--- src/design/fcc_pkg.sv ---
// Constants, register map and types of the flyback charge controller.
// Assumes a single 10 MHz clock; every timing count derives from CLK_PERIOD_NS.
package fcc_pkg;

    // ----------------------------------------------------------------
    // Timing
    // ----------------------------------------------------------------
    localparam int CLK_PERIOD_NS = 100;
    localparam int OFF_MAX_US = 18;
    localparam int ON_MAX_US = 18;
    localparam int MIN_OFF_NS = 300;
    localparam int CYC_PER_US = 1000 / CLK_PERIOD_NS;
    localparam int MIN_OFF_CYC = (MIN_OFF_NS + CLK_PERIOD_NS - 1) / CLK_PERIOD_NS;
    localparam int OFF_MAX_CYC = OFF_MAX_US * CYC_PER_US;

    // ----------------------------------------------------------------
    // Strap states and peak current limit codes
    // ----------------------------------------------------------------
    localparam logic [1:0] STRAP_GND = 2'h0;
    localparam logic [1:0] STRAP_FLOAT = 2'h1;
    localparam logic [1:0] STRAP_SUPPLY = 2'h2;
    localparam logic [1:0] LIM_1A0 = 2'h0;
    localparam logic [1:0] LIM_1A2 = 2'h1;
    localparam logic [1:0] LIM_1A4 = 2'h2;

    // ----------------------------------------------------------------
    // Register map (byte addresses)
    // ----------------------------------------------------------------
    localparam logic [7:0] REG_CTRL = 8'h00;
    localparam logic [7:0] REG_STATUS = 8'h04;
    localparam logic [7:0] REG_IRQ_STAT = 8'h08;
    localparam logic [7:0] REG_IRQ_MASK = 8'h0c;
    localparam int CTRL_ENABLE = 0;
    localparam logic [31:0] CTRL_RESET = 32'h0000_0001;
    localparam int ST_RUNNING = 0;
    localparam int ST_FAST = 1;
    localparam int ST_DONE = 2;
    localparam int ST_SUPPLY = 3;
    localparam int ST_LIM_LSB = 4;
    localparam int ST_SWITCH = 6;
    localparam int IRQ_W = 4;
    localparam int IRQ_DONE = 0;
    localparam int IRQ_START = 1;
    localparam int IRQ_ABORT = 2;
    localparam int IRQ_BLOCKED = 3;
    localparam logic [IRQ_W-1:0] IRQ_RESET = 4'h0;

    typedef enum logic [1:0] {FCC_IDLE, FCC_ON, FCC_OFF, FCC_DONE} fcc_state_t;

endpackage : fcc_pkg

--- src/design/fcc_charger.sv ---
// Flyback photoflash charger control logic with a classic Wishbone register slave.
// Assumes analog comparators on the sense inputs and a host driving charge_req_i.
//
// The register addresses and the Wishbone interface to the registers are this design's own decisions.

// Behaviour
// A run starts only on a rising charge request with supply above lockout.
// Request already high when supply recovers does not charge; fresh rise needed.
// Switch turns off as soon as the primary current limit is reported.
// Output feedback is sampled only while the power switch is off.
// At target voltage the run ends and stays idle until request retoggles.
// Fast mode: switch node below threshold turns the switch back on.
// Timer mode: off-interval is limited to 18 us, then switch turns on.
// Timer mode at low output, hand over to fast mode as output rises.
// Strap picks 1.0 A grounded, 1.2 A floating, 1.4 A pulled up.
// Limit changes during a run apply to following cycles without stopping.
// Completion indicator is driven low when the target is reached.
// Request low stops charging and holds the controller in standby.
// Comparator inputs pass a two-stage synchroniser before use.
// Reset holds switch off, completion released, waiting idle.
module fcc_charger (
    // Clock and reset
    input wire logic clk_i,
    input wire logic rst_i,
    // Wishbone slave
    input wire logic wb_cyc_i,
    input wire logic wb_stb_i,
    input wire logic wb_we_i,
    input wire logic [7:0] wb_adr_i,
    input wire logic [3:0] wb_sel_i,
    input wire logic [31:0] wb_dat_i,
    output logic [31:0] wb_dat_o,
    output logic wb_ack_o,
    // Host and comparators
    input wire logic charge_req_i,
    input wire logic [1:0] current_limit_strap_i,
    input wire logic current_limit_hit_i,
    input wire logic switch_node_low_i,
    input wire logic voltage_sense_input_i,
    input wire logic supply_lockout_ok_i,
    // Power stage and indicators
    output logic switch_on_o,
    output logic [1:0] peak_current_limit_o,
    output logic done_n_o,
    output logic done_oe_o,
    output logic irq_o
);
    // ----------------------------------------------------------------
    // Input synchronisers and edge detect
    // ----------------------------------------------------------------
    logic current_limit_strap_s, swlow_s, fb_s, supply_s;
    logic req_prev_q, req_rise_w, start_w;
    logic enable_q;
    fcc_pkg::fcc_state_t state_q, state_d;

    fcc_sync #(.W(4)) u_sync (
        .clk_i(clk_i),
        .rst_i(rst_i),
        .d_i({current_limit_hit_i, switch_node_low_i, voltage_sense_input_i, supply_lockout_ok_i}),
        .q_o({current_limit_strap_s, swlow_s, fb_s, supply_s})
    );

    always_ff @(posedge clk_i) begin
        if (rst_i) begin
            req_prev_q <= 1'b1;
        end else begin
            req_prev_q <= charge_req_i;
        end
    end

    assign req_rise_w = charge_req_i && !req_prev_q;
    assign start_w = req_rise_w && supply_s && enable_q;

    // ----------------------------------------------------------------
    // Interval timing
    // ----------------------------------------------------------------
    logic tick_w, tmr_clr_w;
    logic [4:0] us_cnt_q;
    logic [1:0] blank_q;
    logic blank_ok_w, off_exp_w, on_exp_w;

    assign tmr_clr_w = (state_q != state_d);

    fcc_tick #(.DIV(fcc_pkg::CYC_PER_US)) u_tick (
        .clk_i(clk_i),
        .rst_i(rst_i),
        .clr_i(tmr_clr_w),
        .tick_o(tick_w)
    );

    always_ff @(posedge clk_i) begin
        if (rst_i || tmr_clr_w) begin
            us_cnt_q <= 5'h00;
            blank_q <= 2'h0;
        end else begin
            if (tick_w) begin
                us_cnt_q <= us_cnt_q + 5'h01;
            end
            if (!blank_ok_w) begin
                blank_q <= blank_q + 2'h1;
            end
        end
    end

    assign blank_ok_w = (blank_q == 2'(fcc_pkg::MIN_OFF_CYC - 1));
    assign off_exp_w = tick_w && (us_cnt_q == 5'(fcc_pkg::OFF_MAX_US - 1));
    assign on_exp_w = tick_w && (us_cnt_q == 5'(fcc_pkg::ON_MAX_US - 1));

    // ----------------------------------------------------------------
    // Run state machine
    // ----------------------------------------------------------------
    always_comb begin
        state_d = state_q;
        if (!charge_req_i || !supply_s) begin
            state_d = fcc_pkg::FCC_IDLE;
        end else begin
            unique case (state_q)
                fcc_pkg::FCC_IDLE, fcc_pkg::FCC_DONE: begin
                    if (start_w) begin
                        state_d = fcc_pkg::FCC_ON;
                    end
                end
                fcc_pkg::FCC_ON: begin
                    if (current_limit_strap_s || on_exp_w) begin
                        state_d = fcc_pkg::FCC_OFF;
                    end
                end
                fcc_pkg::FCC_OFF: begin
                    if (blank_ok_w && fb_s) begin
                        state_d = fcc_pkg::FCC_DONE;
                    end else if ((blank_ok_w && swlow_s) || off_exp_w) begin
                        state_d = fcc_pkg::FCC_ON;
                    end
                end
            endcase
        end
    end

    always_ff @(posedge clk_i) begin
        if (rst_i) begin
            state_q <= fcc_pkg::FCC_IDLE;
        end else begin
            state_q <= state_d;
        end
    end

    // Mode flag: timer mode from run start, fast once the node rings low
    logic fast_q;
    always_ff @(posedge clk_i) begin
        if (rst_i || start_w) begin
            fast_q <= 1'b0;
        end else if (state_q == fcc_pkg::FCC_OFF && state_d == fcc_pkg::FCC_ON && swlow_s && blank_ok_w) begin
            fast_q <= 1'b1;
        end
    end

    // ----------------------------------------------------------------
    // Outputs to the power stage
    // ----------------------------------------------------------------
    logic [1:0] lim_w;
    always_comb begin
        unique case (current_limit_strap_i)
            fcc_pkg::STRAP_GND: lim_w = fcc_pkg::LIM_1A0;
            fcc_pkg::STRAP_SUPPLY: lim_w = fcc_pkg::LIM_1A4;
            default: lim_w = fcc_pkg::LIM_1A2;
        endcase
    end

    always_ff @(posedge clk_i) begin
        if (rst_i) begin
            switch_on_o <= 1'b0;
            peak_current_limit_o <= fcc_pkg::LIM_1A2;
            done_oe_o <= 1'b0;
        end else begin
            switch_on_o <= (state_d == fcc_pkg::FCC_ON);
            if (state_d == fcc_pkg::FCC_ON && state_q != fcc_pkg::FCC_ON) begin
                peak_current_limit_o <= lim_w;
            end
            done_oe_o <= (state_d == fcc_pkg::FCC_DONE);
        end
    end

    assign done_n_o = 1'b0;

    // ----------------------------------------------------------------
    // Interrupt events
    // ----------------------------------------------------------------
    logic [fcc_pkg::IRQ_W-1:0] irq_set_w, irq_clr_w, irq_stat_q, irq_mask_q;
    logic running_w;

    assign running_w = (state_q == fcc_pkg::FCC_ON) || (state_q == fcc_pkg::FCC_OFF);
    always_comb begin
        irq_set_w = '0;
        irq_set_w[fcc_pkg::IRQ_DONE] = (state_q == fcc_pkg::FCC_OFF) && (state_d == fcc_pkg::FCC_DONE);
        irq_set_w[fcc_pkg::IRQ_START] = start_w;
        irq_set_w[fcc_pkg::IRQ_ABORT] = running_w && (state_d == fcc_pkg::FCC_IDLE);
        irq_set_w[fcc_pkg::IRQ_BLOCKED] = req_rise_w && !start_w;
    end

    always_ff @(posedge clk_i) begin
        if (rst_i) begin
            irq_stat_q <= fcc_pkg::IRQ_RESET;
        end else begin
            irq_stat_q <= (irq_stat_q & ~irq_clr_w) | irq_set_w;
        end
    end

    assign irq_o = |(irq_stat_q & irq_mask_q);

    // ----------------------------------------------------------------
    // Wishbone register slave
    // ----------------------------------------------------------------
    logic wr_w, rd_w;
    logic [31:0] status_w, rdata_w;

    assign wr_w = wb_cyc_i && wb_stb_i && !wb_ack_o && wb_we_i && wb_sel_i[0];
    assign rd_w = wb_cyc_i && wb_stb_i && !wb_ack_o && !wb_we_i;
    assign irq_clr_w = (wr_w && wb_adr_i == fcc_pkg::REG_IRQ_STAT) ? wb_dat_i[fcc_pkg::IRQ_W-1:0] : '0;

    always_comb begin
        status_w = '0;
        status_w[fcc_pkg::ST_RUNNING] = running_w;
        status_w[fcc_pkg::ST_FAST] = fast_q;
        status_w[fcc_pkg::ST_DONE] = (state_q == fcc_pkg::FCC_DONE);
        status_w[fcc_pkg::ST_SUPPLY] = supply_s;
        status_w[fcc_pkg::ST_LIM_LSB +: 2] = peak_current_limit_o;
        status_w[fcc_pkg::ST_SWITCH] = switch_on_o;
        unique case (wb_adr_i)
            fcc_pkg::REG_CTRL: rdata_w = {31'h0, enable_q};
            fcc_pkg::REG_STATUS: rdata_w = status_w;
            fcc_pkg::REG_IRQ_STAT: rdata_w = {28'h0, irq_stat_q};
            fcc_pkg::REG_IRQ_MASK: rdata_w = {28'h0, irq_mask_q};
            default: rdata_w = 32'h0;
        endcase
    end

    always_ff @(posedge clk_i) begin
        if (rst_i) begin
            enable_q <= fcc_pkg::CTRL_RESET[fcc_pkg::CTRL_ENABLE];
            irq_mask_q <= fcc_pkg::IRQ_RESET;
        end else if (wr_w) begin
            if (wb_adr_i == fcc_pkg::REG_CTRL) begin
                enable_q <= wb_dat_i[fcc_pkg::CTRL_ENABLE];
            end
            if (wb_adr_i == fcc_pkg::REG_IRQ_MASK) begin
                irq_mask_q <= wb_dat_i[fcc_pkg::IRQ_W-1:0];
            end
        end
    end

    always_ff @(posedge clk_i) begin
        if (rst_i) begin
            wb_ack_o <= 1'b0;
            wb_dat_o <= 32'h0;
        end else begin
            wb_ack_o <= wb_cyc_i && wb_stb_i && !wb_ack_o;
            wb_dat_o <= rd_w ? rdata_w : 32'h0;
        end
    end

    // ----------------------------------------------------------------
    // Assertions
    // ----------------------------------------------------------------
    logic [7:0] off_len_q;
    always_ff @(posedge clk_i) begin
        if (rst_i || state_q != fcc_pkg::FCC_OFF) begin
            off_len_q <= 8'h00;
        end else begin
            off_len_q <= off_len_q + 8'h01;
        end
    end
endmodule : fcc_charger

--- src/design/fcc_sync.sv ---
// Two-stage synchroniser for a group of asynchronous comparator levels.
// Assumes the outputs are only read in the clk_i domain.
module fcc_sync #(
    parameter int W = 1
) (
    // Clock and reset
    input wire logic clk_i,
    input wire logic rst_i,
    // Levels
    input wire logic [W-1:0] d_i,
    output logic [W-1:0] q_o
);
    logic [W-1:0] meta_q;

    always_ff @(posedge clk_i) begin
        if (rst_i) begin
            meta_q <= '0;
            q_o <= '0;
        end else begin
            meta_q <= d_i;
            q_o <= meta_q;
        end
    end

endmodule : fcc_sync

--- src/design/fcc_tick.sv ---
// Restartable divider giving a one-cycle enable pulse every DIV clocks.
// Assumes clr_i restarts the period so the first pulse is DIV cycles later.
module fcc_tick #(
    parameter int DIV = 10
) (
    // Clock and reset
    input wire logic clk_i,
    input wire logic rst_i,
    // Control
    input wire logic clr_i,
    output logic tick_o
);
    logic [7:0] cnt_q;

    // The pulse is taken from the count alone, so clr_i never feeds back into it
    assign tick_o = (cnt_q == 8'(DIV - 1));

    always_ff @(posedge clk_i) begin
        if (rst_i || clr_i || tick_o) begin
            cnt_q <= 8'h00;
        end else begin
            cnt_q <= cnt_q + 8'h01;
        end
    end

endmodule : fcc_tick

--- config.mk ---
export PLATFORM = sky130hd
export DESIGN_NAME = fcc_charger
export DESIGN_NICKNAME = d
export VERILOG_FILES = /design/src/design/fcc_pkg.sv /design/src/design/fcc_charger.sv /design/src/design/fcc_sync.sv /design/src/design/fcc_tick.sv
export SDC_FILE = /design/constraint.sdc
export NUM_CORES = 1
export LEC_CHECK = 0
export ABC_CLOCK_PERIOD_IN_PS = 3200
export CAP_MARGIN = 10
export CORE_MARGIN = 3
export CORE_UTILIZATION = 35
export CTS_CLUSTER_SIZE = 16
export DETAILED_ROUTE_END_ITERATION = 10
export DONT_BUFFER_PORTS = 1
export GPL_TIMING_DRIVEN = 0
export PLACE_DENSITY = 0.56
export SLEW_MARGIN = 0
export SYNTH_ARGS = -nofsm -noshare
export SYNTH_HDL_FRONTEND = slang
export SYNTH_SLANG_ARGS = --single-unit
--- constraint.sdc ---
create_clock -name clk_i -period 3.2 [get_ports clk_i]
set_input_delay 0.16 -clock clk_i [delete_from_list [all_inputs] [get_ports clk_i]]
set_output_delay 0.16 -clock clk_i [all_outputs]
set_load 0.05 [all_outputs]
Yosys cells after proc, flatten, opt, wreduce, memory -nomap -nowiden. Cells that the tools add are included.

Register bits: 73. Input bits: 56. Output and inout bits: 39. Word-level logic and storage cells: 88.

Add/subtract/negate cells: 3. Equality and inequality tests: 14. Mux-type cells: 9. Bitwise gates (word level): 5. Reductions and logical operators: 41.

Operators by type and width (number): case mux 7 bit (4 select lines) (1); == test 8 x 4 -> 1 bit (second input constant) (3); logical AND 1 bit (19); == test 2 bit (second input constant) (5); two-way mux 2 bit (5); adder 8 x 1 -> 8 bit (second input constant) (1); bitwise AND 4 bit (2); == test 8 x 3 -> 1 bit (second input constant) (1); zero test 8 bit (1); logical OR 1 bit (7); zero test 1 bit (6); zero test 2 bit (3); case mux 2 bit (3 select lines) (1); adder 5 x 1 -> 5 bit (second input constant) (1); == test 5 bit (second input constant) (1); == test 2 x 1 -> 1 bit (second input constant) (2); two-way mux 4 bit (1); NOT 4 bit (1); bitwise OR 4 bit (1); case mux 2 bit (2 select lines) (1); AND reduction 2 bit (2); OR reduction 2 bit (2); OR reduction 4 bit (1); adder 2 x 1 -> 2 bit (second input constant) (1); 3 further kinds (3).

Depth between registers and ports, before layout. Gate-level depths: netlist (run 1).

Word-level depth: 11. Gate-level depth with buffers: 10. Depth with buffers taken out: 8.

Cells and area by module. Synthesis (run 1) repeated with hierarchy kept, for this count alone.

Cells, all modules: 255. Area total of the unflattened synthesis: 2302.2 um^2.

By module, submodules not included: fcc_charger (times used 1, cells each 199, area an instance 1721.7 um^2, seq. area each 640.6 um^2); fcc_tick (times used 1, cells each 40, area an instance 370.4 um^2, seq. area each 160.2 um^2); fcc_sync (times used 1, cells each 16, area an instance 210.2 um^2, seq. area each 160.2 um^2).

Least setup slack after synthesis (run 1). Ideal clock, no wire load.

Path kind: register to register. Start point: register state_q[0]. End point: register us_cnt_q[0]. Setup time: 115 ps. Data arrival time: 2129 ps. Data required time: 3085 ps. Setup slack: 956 ps. Stages on the path, launching flop included: 10. Path buffers: 2. Clock period less this slack: 2244 ps. Cell sequence: dfxtp_1 > inv_1 > ha_1 > clkbuf_8 > a31oi_1 > or3b_2 > o211ai_1 > a311o_2 > buf_6 > nor2_1.

Longest elaborated chain between the ends: 6. Elaborated cells on any way between the ends: 13. Classes of those cells: eq/ne (4); mux (6); reduce/logical (3).

Ends and longest elaborated chain: start, declared (line fcc_charger.sv:54) `fcc_pkg::fcc_state_t state_q, state_d;`; start signal, assigned (line fcc_charger.sv:141) `state_q <= fcc_pkg::FCC_IDLE;`; start signal, assigned (line fcc_charger.sv:143) `state_q <= state_d;`; == test 2 bit, or another cell as far along (line fcc_charger.sv:117) `unique case (state_q)`; OR reduction 2 bit / two-way mux 2 bit (equally long branches) (line fcc_charger.sv:117, fcc_charger.sv:129); case mux 2 bit (3 select lines) (line fcc_charger.sv:117); two-way mux 2 bit (line fcc_charger.sv:114) `if (!charge_req_i || !supply_s) begin`; != test 2 bit * (line fcc_charger.sv:82) `assign tmr_clr_w = (state_q != state_d);`; logical OR 1 bit * (line fcc_charger.sv:92) `if (rst_i || tmr_clr_w) begin`; end signal, assigned (line fcc_charger.sv:97) `us_cnt_q <= us_cnt_q + 5'h01;`; end, declared (line fcc_charger.sv:78) `logic [4:0] us_cnt_q;`.

Mark *: on every way between the ends. The rest lies on a longest branch, timed or not. A chain may end at the register's enable or synchronous reset.

Worst setup path in the final report (run 1).
Start point: register state_q[0]. End point: register u_tick.cnt_q[4].

Longest elaborated chain between the ends: 7. Elaborated cells on any way between the ends: 14. Classes of those cells: eq/ne (4); mux (6); reduce/logical (4).

Ends and longest elaborated chain: == test 2 bit, or another cell as far along (line fcc_charger.sv:117); OR reduction 2 bit / two-way mux 2 bit (equally long branches) (line fcc_charger.sv:117, fcc_charger.sv:129); case mux 2 bit (3 select lines) (line fcc_charger.sv:117); two-way mux 2 bit (line fcc_charger.sv:114); != test 2 bit * (line fcc_charger.sv:82); logical OR 1 bit * (2 in series) (line fcc_tick.sv:19) `if (rst_i || clr_i || tick_o) begin`; end signal, assigned (line fcc_tick.sv:22) `cnt_q <= cnt_q + 8'h01;`; end, declared (line fcc_tick.sv:13) `logic [7:0] cnt_q;`.

Marked as above.

==> impl_metrics.tcl, run 1 <==
set metrics [dict create \
    comb_power_share_pct 14.3 \
    swShare_pct 25.9 \
    tritoncts "yes" \
    root_buffer "clkbuf_8" \
    worstMarginPinSlew_ns 0.565 \
    finish.utilization_pct 42.6 \
    rows 29 \
    post_cts_buffers 0 \
    critPathLaunchType "flip-flop" \
    drtPass1Iterations 5 \
    synth_area_sq_um 2380 \
    p_int_uw 961 \
    slew_headroom_pct 62.0 \
    antennaDiodeCount 0 \
    postSynthAreaPerCell_sq_um 9.14 \
    detail_route.wl_per_cell_microns 11.3 \
    synth-main-ff-cell "dfxtp_1" \
    final_nets 362 \
    layout_commonest_cell "dfxtp_1" \
    mostFrequentLayoutCells "dfxtp_1 (48), nor2_1 (31), buf_4 (28), conb_1 (26)" \
    synth_edf_count 0 \
    period_minus_slack_ns 2.53 \
    dieArea_sq_um 7810 \
    synth_top_cell_area_share_pct 40.4 \
    p_sw_uw 336 \
    cts.path.max_buffers 2 \
    syn_to_final_growth_pct 15.9 \
    grt_use_total_pct 11.4 \
    slew_violations 0 \
    yosysSeqAreaShare_pct 40.4 \
    critical_path_required_ns 3.40 \
    post-route-period-util_pct 78.9 \
    worstSkewPairLatency_ns 0.30 \
    synthTopCellsByArea "dfxtp_1 (40%), buf_4 (8.8%), nor2_1 (4.9%), ha_1 (4.2%), nor2b_1 (2.6%)" \
    vias 1727 \
    core_area_sq_um 6460 \
    cp.arrival_ns 2.72 \
    io_pins 95 \
    clock_skew_ns 0.00875 \
    synth_warnings 0 \
    finalHoldViolations 0 \
    async_flop_share_pct 0 \
    rsz0062_at_grt "no" \
    synth_cell_types 54 \
    die_h_microns 88.4 \
    drive_gt1_share_pct 19.4 \
    grt_pass1_wl_mm 7.05 \
    grt_pass1_vias 1569 \
    drc 0 \
    port_buffers 0 \
    status "finished clean" \
    via_per_inst 4.59 \
    multi_input_area_sq_um 1170 \
    final-setup-viol-count 0 \
    p_seq_share_pct 48.9 \
    htree_num_levels 2 \
    end_kind "flip-flop" \
    ys_ff_latch 48 \
    start_util_pct 36.8 \
    grt_start_max_net_pins 15 \
    numCtsBuffers 5 \
    synth_area_leader_cell "dfxtp_1" \
    maxCapViolCount 0 \
    ant_nets 0 \
    crit_fanout 10 \
    whs_ns 0.0216 \
    syn_inst 260 \
    ir_drop_uv 175 \
    antenna_found_initial 0 \
    drtIter0Drc 72 \
    max_freq_mhz 396 \
    fill_cells 663 \
    path_class "reg2reg" \
    gp_congestion 0.833 \
    drt_wl_total_mm 4.27 \
    power_density_nw_per_um2 471 \
    dp_hpwl_mm 3.25 \
    ff2ff_setup_slack_ns 0.67 \
    die_width_microns 88.4 \
    holdCritPathClass "in2reg" \
    regArea_sq_um 961 \
    clkPwrFrac_pct 36.8 \
    cts_sinks 48 \
    p_leak_uw 0.00120 \
    fin_setup_tns_ns 0 \
    grt-ovfl-total 0 \
    cts.clk_slew.worst_paths_ns 0.09 \
]
[per-stage QoR]
stage / instance area (sq um) / total power (uW) / cells / worst slack (ns)
global route: 2750 / 1370 / 376 / 0.518
detailed placement: 2570 / 830 / 362 / 0.689
floorplan: 2470 / 811 / 285 / 0.956
CTS: 2750 / 1320 / 376 / 0.679
global placement: 2570 / 825 / 362 / 0.703
finish: 2750 / 1300 / 376 / 0.674
[power by group through the flow]
stage,logic (uW),clock network [uW],registers (uW)
2_1_floorplan,165,0,646
3_3_place_gp,178,0,648
3_5_place_dp,181,0,649
4_1_cts,187,494,635
5_1_grt,206,521,638
6_report,186,477,634
[worst paths after layout]
check / start / end / cells past startpoint
setup / recovery: state_q[0] / u_tick.cnt_q[4] / 9
hold / removal: current_limit_strap_i[1] / peak_current_limit_o[1] / 2
setup reg to reg: state_q[0] / u_tick.cnt_q[4] / 9
hold reg to reg: u_sync.meta_q[1] / u_sync.q_o[1] / 1
[what timing repair did]
action	CTS	global route
resized for setup	0	0
endpoints found under the hold margin	6	0
hold buffers	6	0
[routing by layer]
layer | track usage (%) | part of all wire [%]
met5 | 0 | 0
met4 | 4.12 | 0.75
met3 | 3.35 | 8.0
met2 | 18.2 | 44
met1 | 14.5 | 47
[area by class of cell]
class	instances	share of cell area, %
Sequential cell	48	34.9
Clock buffer	7	3.50
Tap cell	77	3.50
Multi-Input combinational cell	188	42.4
Buffer	37	10.8
Clock inverter	1	1.09
Inverter	12	1.64
Timing Repair Buffer	6	2.18
[critical path: stages (launching register included)]
cell and delay (ns):
dfxtp_1 0.45, inv_1 0.14, ha_1 0.31, clkbuf_8 0.16, a31oi_1 0.35, or3b_2 0.49
o211ai_1 0.10, a311o_2 0.21, buf_6 0.16, nor2_1 0.05
[sequential cells by signal, summed over array words and instances (netlist names)]
register	count
done_oe_o	1
irq_stat_q	4
state_q	2
us_cnt_q	5
u_sync.meta_q	4
irq_mask_q	4
req_prev_q	1
switch_on_o	1
u_sync.q_o	4
blank_q	2
peak_current_limit_o	2
fast_q	1
wb_dat_o	7
enable_q	1
wb_ack_o	1
u_tick.cnt_q	8
[synth_stat cells, types with 2 or more instances]
library cell and n:
mux2i_1 2, nor2b_1 10, xor2_1 7, nor3_1 8, buf_6 2, nand3_1 6
o2111ai_1 2, buf_4 28, o211ai_1 2, nor4_1 2, clkbuf_1 5, a22oi_1 5
o211a_1 2, or2_2 2, inv_1 12, xnor2_1 4, dfxtp_1 48, nor2_1 31
mux2_2 3, nand4_1 2, nand3b_1 4, and2_1 5, a31oi_1 2, or3_1 2
a21oi_1 12, ha_1 8, o21ai_0 6, nand2_1 12
[logic make-up after synthesis]
family          Yosys count  synth area share, %
mux                       6                 3.21
compound gates           39                 11.3
simple gates             98                 22.2
buf+inv                  49                 14.4
flops                    48                 40.4
other cells               1                0.158
xor+xnor                 11                 4.05
fa+ha+maj                 8                 4.21
No activity file was read; power rests on OpenSTA's default activity.
==> inputs of run 2 (changes only) <==
--- a/config.mk
+++ b/config.mk
@@ -5,7 +5,8 @@
 export SDC_FILE = /design/constraint.sdc
 export NUM_CORES = 1
 export LEC_CHECK = 0
-export ABC_CLOCK_PERIOD_IN_PS = 3200
+export ABC_AREA = 1
+export ABC_CLOCK_PERIOD_IN_PS = 2200
 export CAP_MARGIN = 10
 export CORE_MARGIN = 3
 export CORE_UTILIZATION = 35
@@ -13,7 +14,7 @@
 export DETAILED_ROUTE_END_ITERATION = 10
 export DONT_BUFFER_PORTS = 1
 export GPL_TIMING_DRIVEN = 0
-export PLACE_DENSITY = 0.56
+export PLACE_DENSITY = 0.58
 export SLEW_MARGIN = 0
 export SYNTH_ARGS = -nofsm -noshare
 export SYNTH_HDL_FRONTEND = slang
==> constraint.sdc (replaced) <==
create_clock -name clk_i -period 2.2 [get_ports clk_i]
set_input_delay 0.11 -clock clk_i [delete_from_list [all_inputs] [get_ports clk_i]]
set_output_delay 0.11 -clock clk_i [all_outputs]
set_load 0.05 [all_outputs]
==> impl_metrics.tcl, run 2 <==
set metrics [dict create \
    p_leak_uw 0.00128 \
    die_h_microns 87.9 \
    grt-ovfl-total 0 \
    crit_chain "inv_1 > ha_1 > inv_1 > nor2_1 > o21ai_1 > nand2_2 > inv_2 > nand3_1 > nand2_1 > nand2_1 > nor2_1" \
    fin_setup_tns_ns 0 \
    final_cells 431 \
    p_seq_share_pct 53.3 \
    drive_gt1_share_pct 14.1 \
    root_buffer "clkbuf_8" \
    worstSkewPairLatency_ns 0.30 \
    cp.arrival_ns 2.16 \
    ys_ff_latch 48 \
    htree_num_levels 2 \
    synth_area_sq_um 2350 \
    p_sw_uw 486 \
    worstMarginPinSlew_ns 1.11 \
    synthTopCellsByCount "dfxtp_1 (48), nor2_1 (48), inv_1 (47)" \
    critPathLaunchType "flip-flop" \
    die_width_microns 87.9 \
    io_pins 95 \
    grt_pass1_vias 1570 \
    holdCritPathClass "in2reg" \
    cts.clk_slew.worst_paths_ns 0.08 \
    ir_drop_uv 326 \
    status "finished clean" \
    synth_cell_types 30 \
    core_area_sq_um 6420 \
    post-route-period-util_pct 87.5 \
    synth_area_leader_cell "dfxtp_1" \
    hold_depth 2 \
    crit_fanout 6 \
    start_util_pct 36.6 \
    final_nets 417 \
    post_cts_buffers 0 \
    r2r_cells 11 \
    via_per_inst 4.36 \
    mostFrequentLayoutCells "nor2_1 (48), dfxtp_1 (48), inv_1 (47), nand2_1 (45), buf_4 (28)" \
    grt_use_total_pct 11.5 \
    drc 0 \
    synth_top_cell_area_share_pct 40.9 \
    end_kind "flip-flop" \
    vias 1880 \
    syn_to_final_growth_pct 16.3 \
    synth_warnings 0 \
    syn_inst 311 \
    largest-register "u_tick.cnt_q" \
    path_class "reg2reg" \
    clkPwrFrac_pct 30.8 \
    largest_register_ffs 8 \
    slew_violations 0 \
    swShare_pct 28.0 \
    tritoncts "yes" \
    numCtsBuffers 5 \
    clock_skew_ns 0.00669 \
    rows 29 \
    antenna_found_initial 0 \
    grt_pass1_wl_mm 7.00 \
    slew_headroom_pct 26.1 \
    gp_congestion 0.823 \
    period_minus_slack_ns 1.93 \
    slowest_delay_ns 0.44 \
    comb_power_share_pct 15.9 \
    maxCapViolCount 0 \
    grt_start_max_net_pins 15 \
    synth-main-ff-cell "dfxtp_1" \
    yosysSeqAreaShare_pct 40.9 \
    synthTopCellsByArea "dfxtp_1 (41%), buf_4 (9.0%), nor2_1 (7.7%), inv_1 (7.5%), nand2_1 (7.2%)" \
    dp_cells 413 \
    max_freq_mhz 519 \
    finalHoldViolations 0 \
    drtIter0Drc 48 \
    cts.path.max_buffers 2 \
    async_flop_share_pct 0 \
    dp_hpwl_mm 3.31 \
    power_density_nw_per_um2 635 \
    reg_top3 "u_tick.cnt_q x8, wb_dat_o x7, us_cnt_q x5" \
    postSynthAreaPerCell_sq_um 7.55 \
    critical_path_required_ns 2.43 \
    ant_nets 0 \
    detail_route.wl_per_cell_microns 9.87 \
    drtPass1Iterations 4 \
    port_buffers 0 \
    rsz0062_at_grt "no" \
    drt_wl_total_mm 4.25 \
    synth_edf_count 0 \
    final-setup-viol-count 0 \
    critical-path-slowest-cell "dfxtp_1" \
    cts_sinks 48 \
    dieArea_sq_um 7730 \
    p_int_uw 1250 \
    antennaDiodeCount 0 \
]
run 2: cell count changes in the layout (fill, tap and decap cells not counted), sizes merged, moves of 4 or more:
cell	delta
inv	+37
o21ai	+4
nand3	+14
clkbuf	-5
nor2b	-11
a22oi	-5
nand2	+37
and2	-6
nor2	+20
dlygate4sd3	+4
nand4	+6
run 2: cell type report:
| type | instances | area [sq um] |
|---|---|---|
| well taps | 77 | 96.3 |
| plain buffers | 30 | 218 |
| inverters | 49 | 184 |
| multi-input cells | 209 | 1080 |
| clock buffers | 6 | 82.6 |
| clock inverters | 2 | 10.0 |
| fillers | 667 | 3690 |
| flip-flops and latches | 48 | 961 |
| repair buffers | 10 | 100 |
run 2: power groups by stage:
stage          combinational, uW  sequential [uW]  clock (uW)
2_1_floorplan                238              940           0
5_1_grt                      304              928         588
3_5_place_dp                 257              944           0
4_1_cts                      275              924         557
6_report                     276              923         534
3_3_place_gp                 254              943           0
run 2: critical path: cells and delay by family, from the launching register on:
family,cells,cell delay (ns)
AO/OA/AOI/OAI,1,0.22
buffers and inverters,3,0.35
AND/OR/NAND/NOR,6,0.48
flip-flops,1,0.44
adder cells (fa/ha/maj),1,0.37
run 2: per-stage QoR:
step | area (sq um) | util (%) | hold slack, ns | power (uW) | setup slack, ns
6_report | 2730 | 42.5 | 0.00499 | 1730 | 0.274
3_3_place_gp | 2540 | 39.5 | 0.218 | 1200 | 0.184
2_1_floorplan | 2440 | - | 0.217 | 1180 | 0.422
4_1_cts | 2730 | 42.5 | 0.000174 | 1760 | 0.160
5_1_grt | 2730 | 42.5 | 0.00692 | 1820 | 0.0217
3_5_place_dp | 2540 | 39.5 | 0.220 | 1200 | 0.173
run 2: logic make-up after synthesis:
logic type	synth area share, %
AND/OR/NAND/NOR	27.2
buffers and inverters	17.1
flip-flops	40.9
AO/OA/AOI/OAI	6.23
XOR/XNOR	4.10
adder cells (fa/ha/maj)	4.26
other	0.160
run 2: repair_timing:
action | in CTS | in global routing
endpoints found under the hold margin | 14 | 0
resized for setup | 0 | 1
setup endpoints to repair | 0 | 19
hold buffers | 10 | 0
run 2: path summary, 6_finish.rpt:
check / startpoint / end / slack [ns]
setup / recovery: state_q[0] / peak_current_limit_o[1] / 0.27
hold / removal: wb_adr_i[2] / wb_dat_o[6] / 0.005
setup reg to reg: state_q[0] / peak_current_limit_o[1] / 0.27
hold reg to reg: u_sync.meta_q[3] / u_sync.q_o[3] / 0.40
run 2: metal layers:
metal | vias up | GRT usage, % | part of all wire, %
met2 | 65 | 17.6 | 43
met3 | 5 | 3.01 | 9.1
met5 | - | 0 | 0
met1 | 808 | 15.8 | 47
li1 | 1002 | - | -
met4 | 0 | 3.77 | 1.1
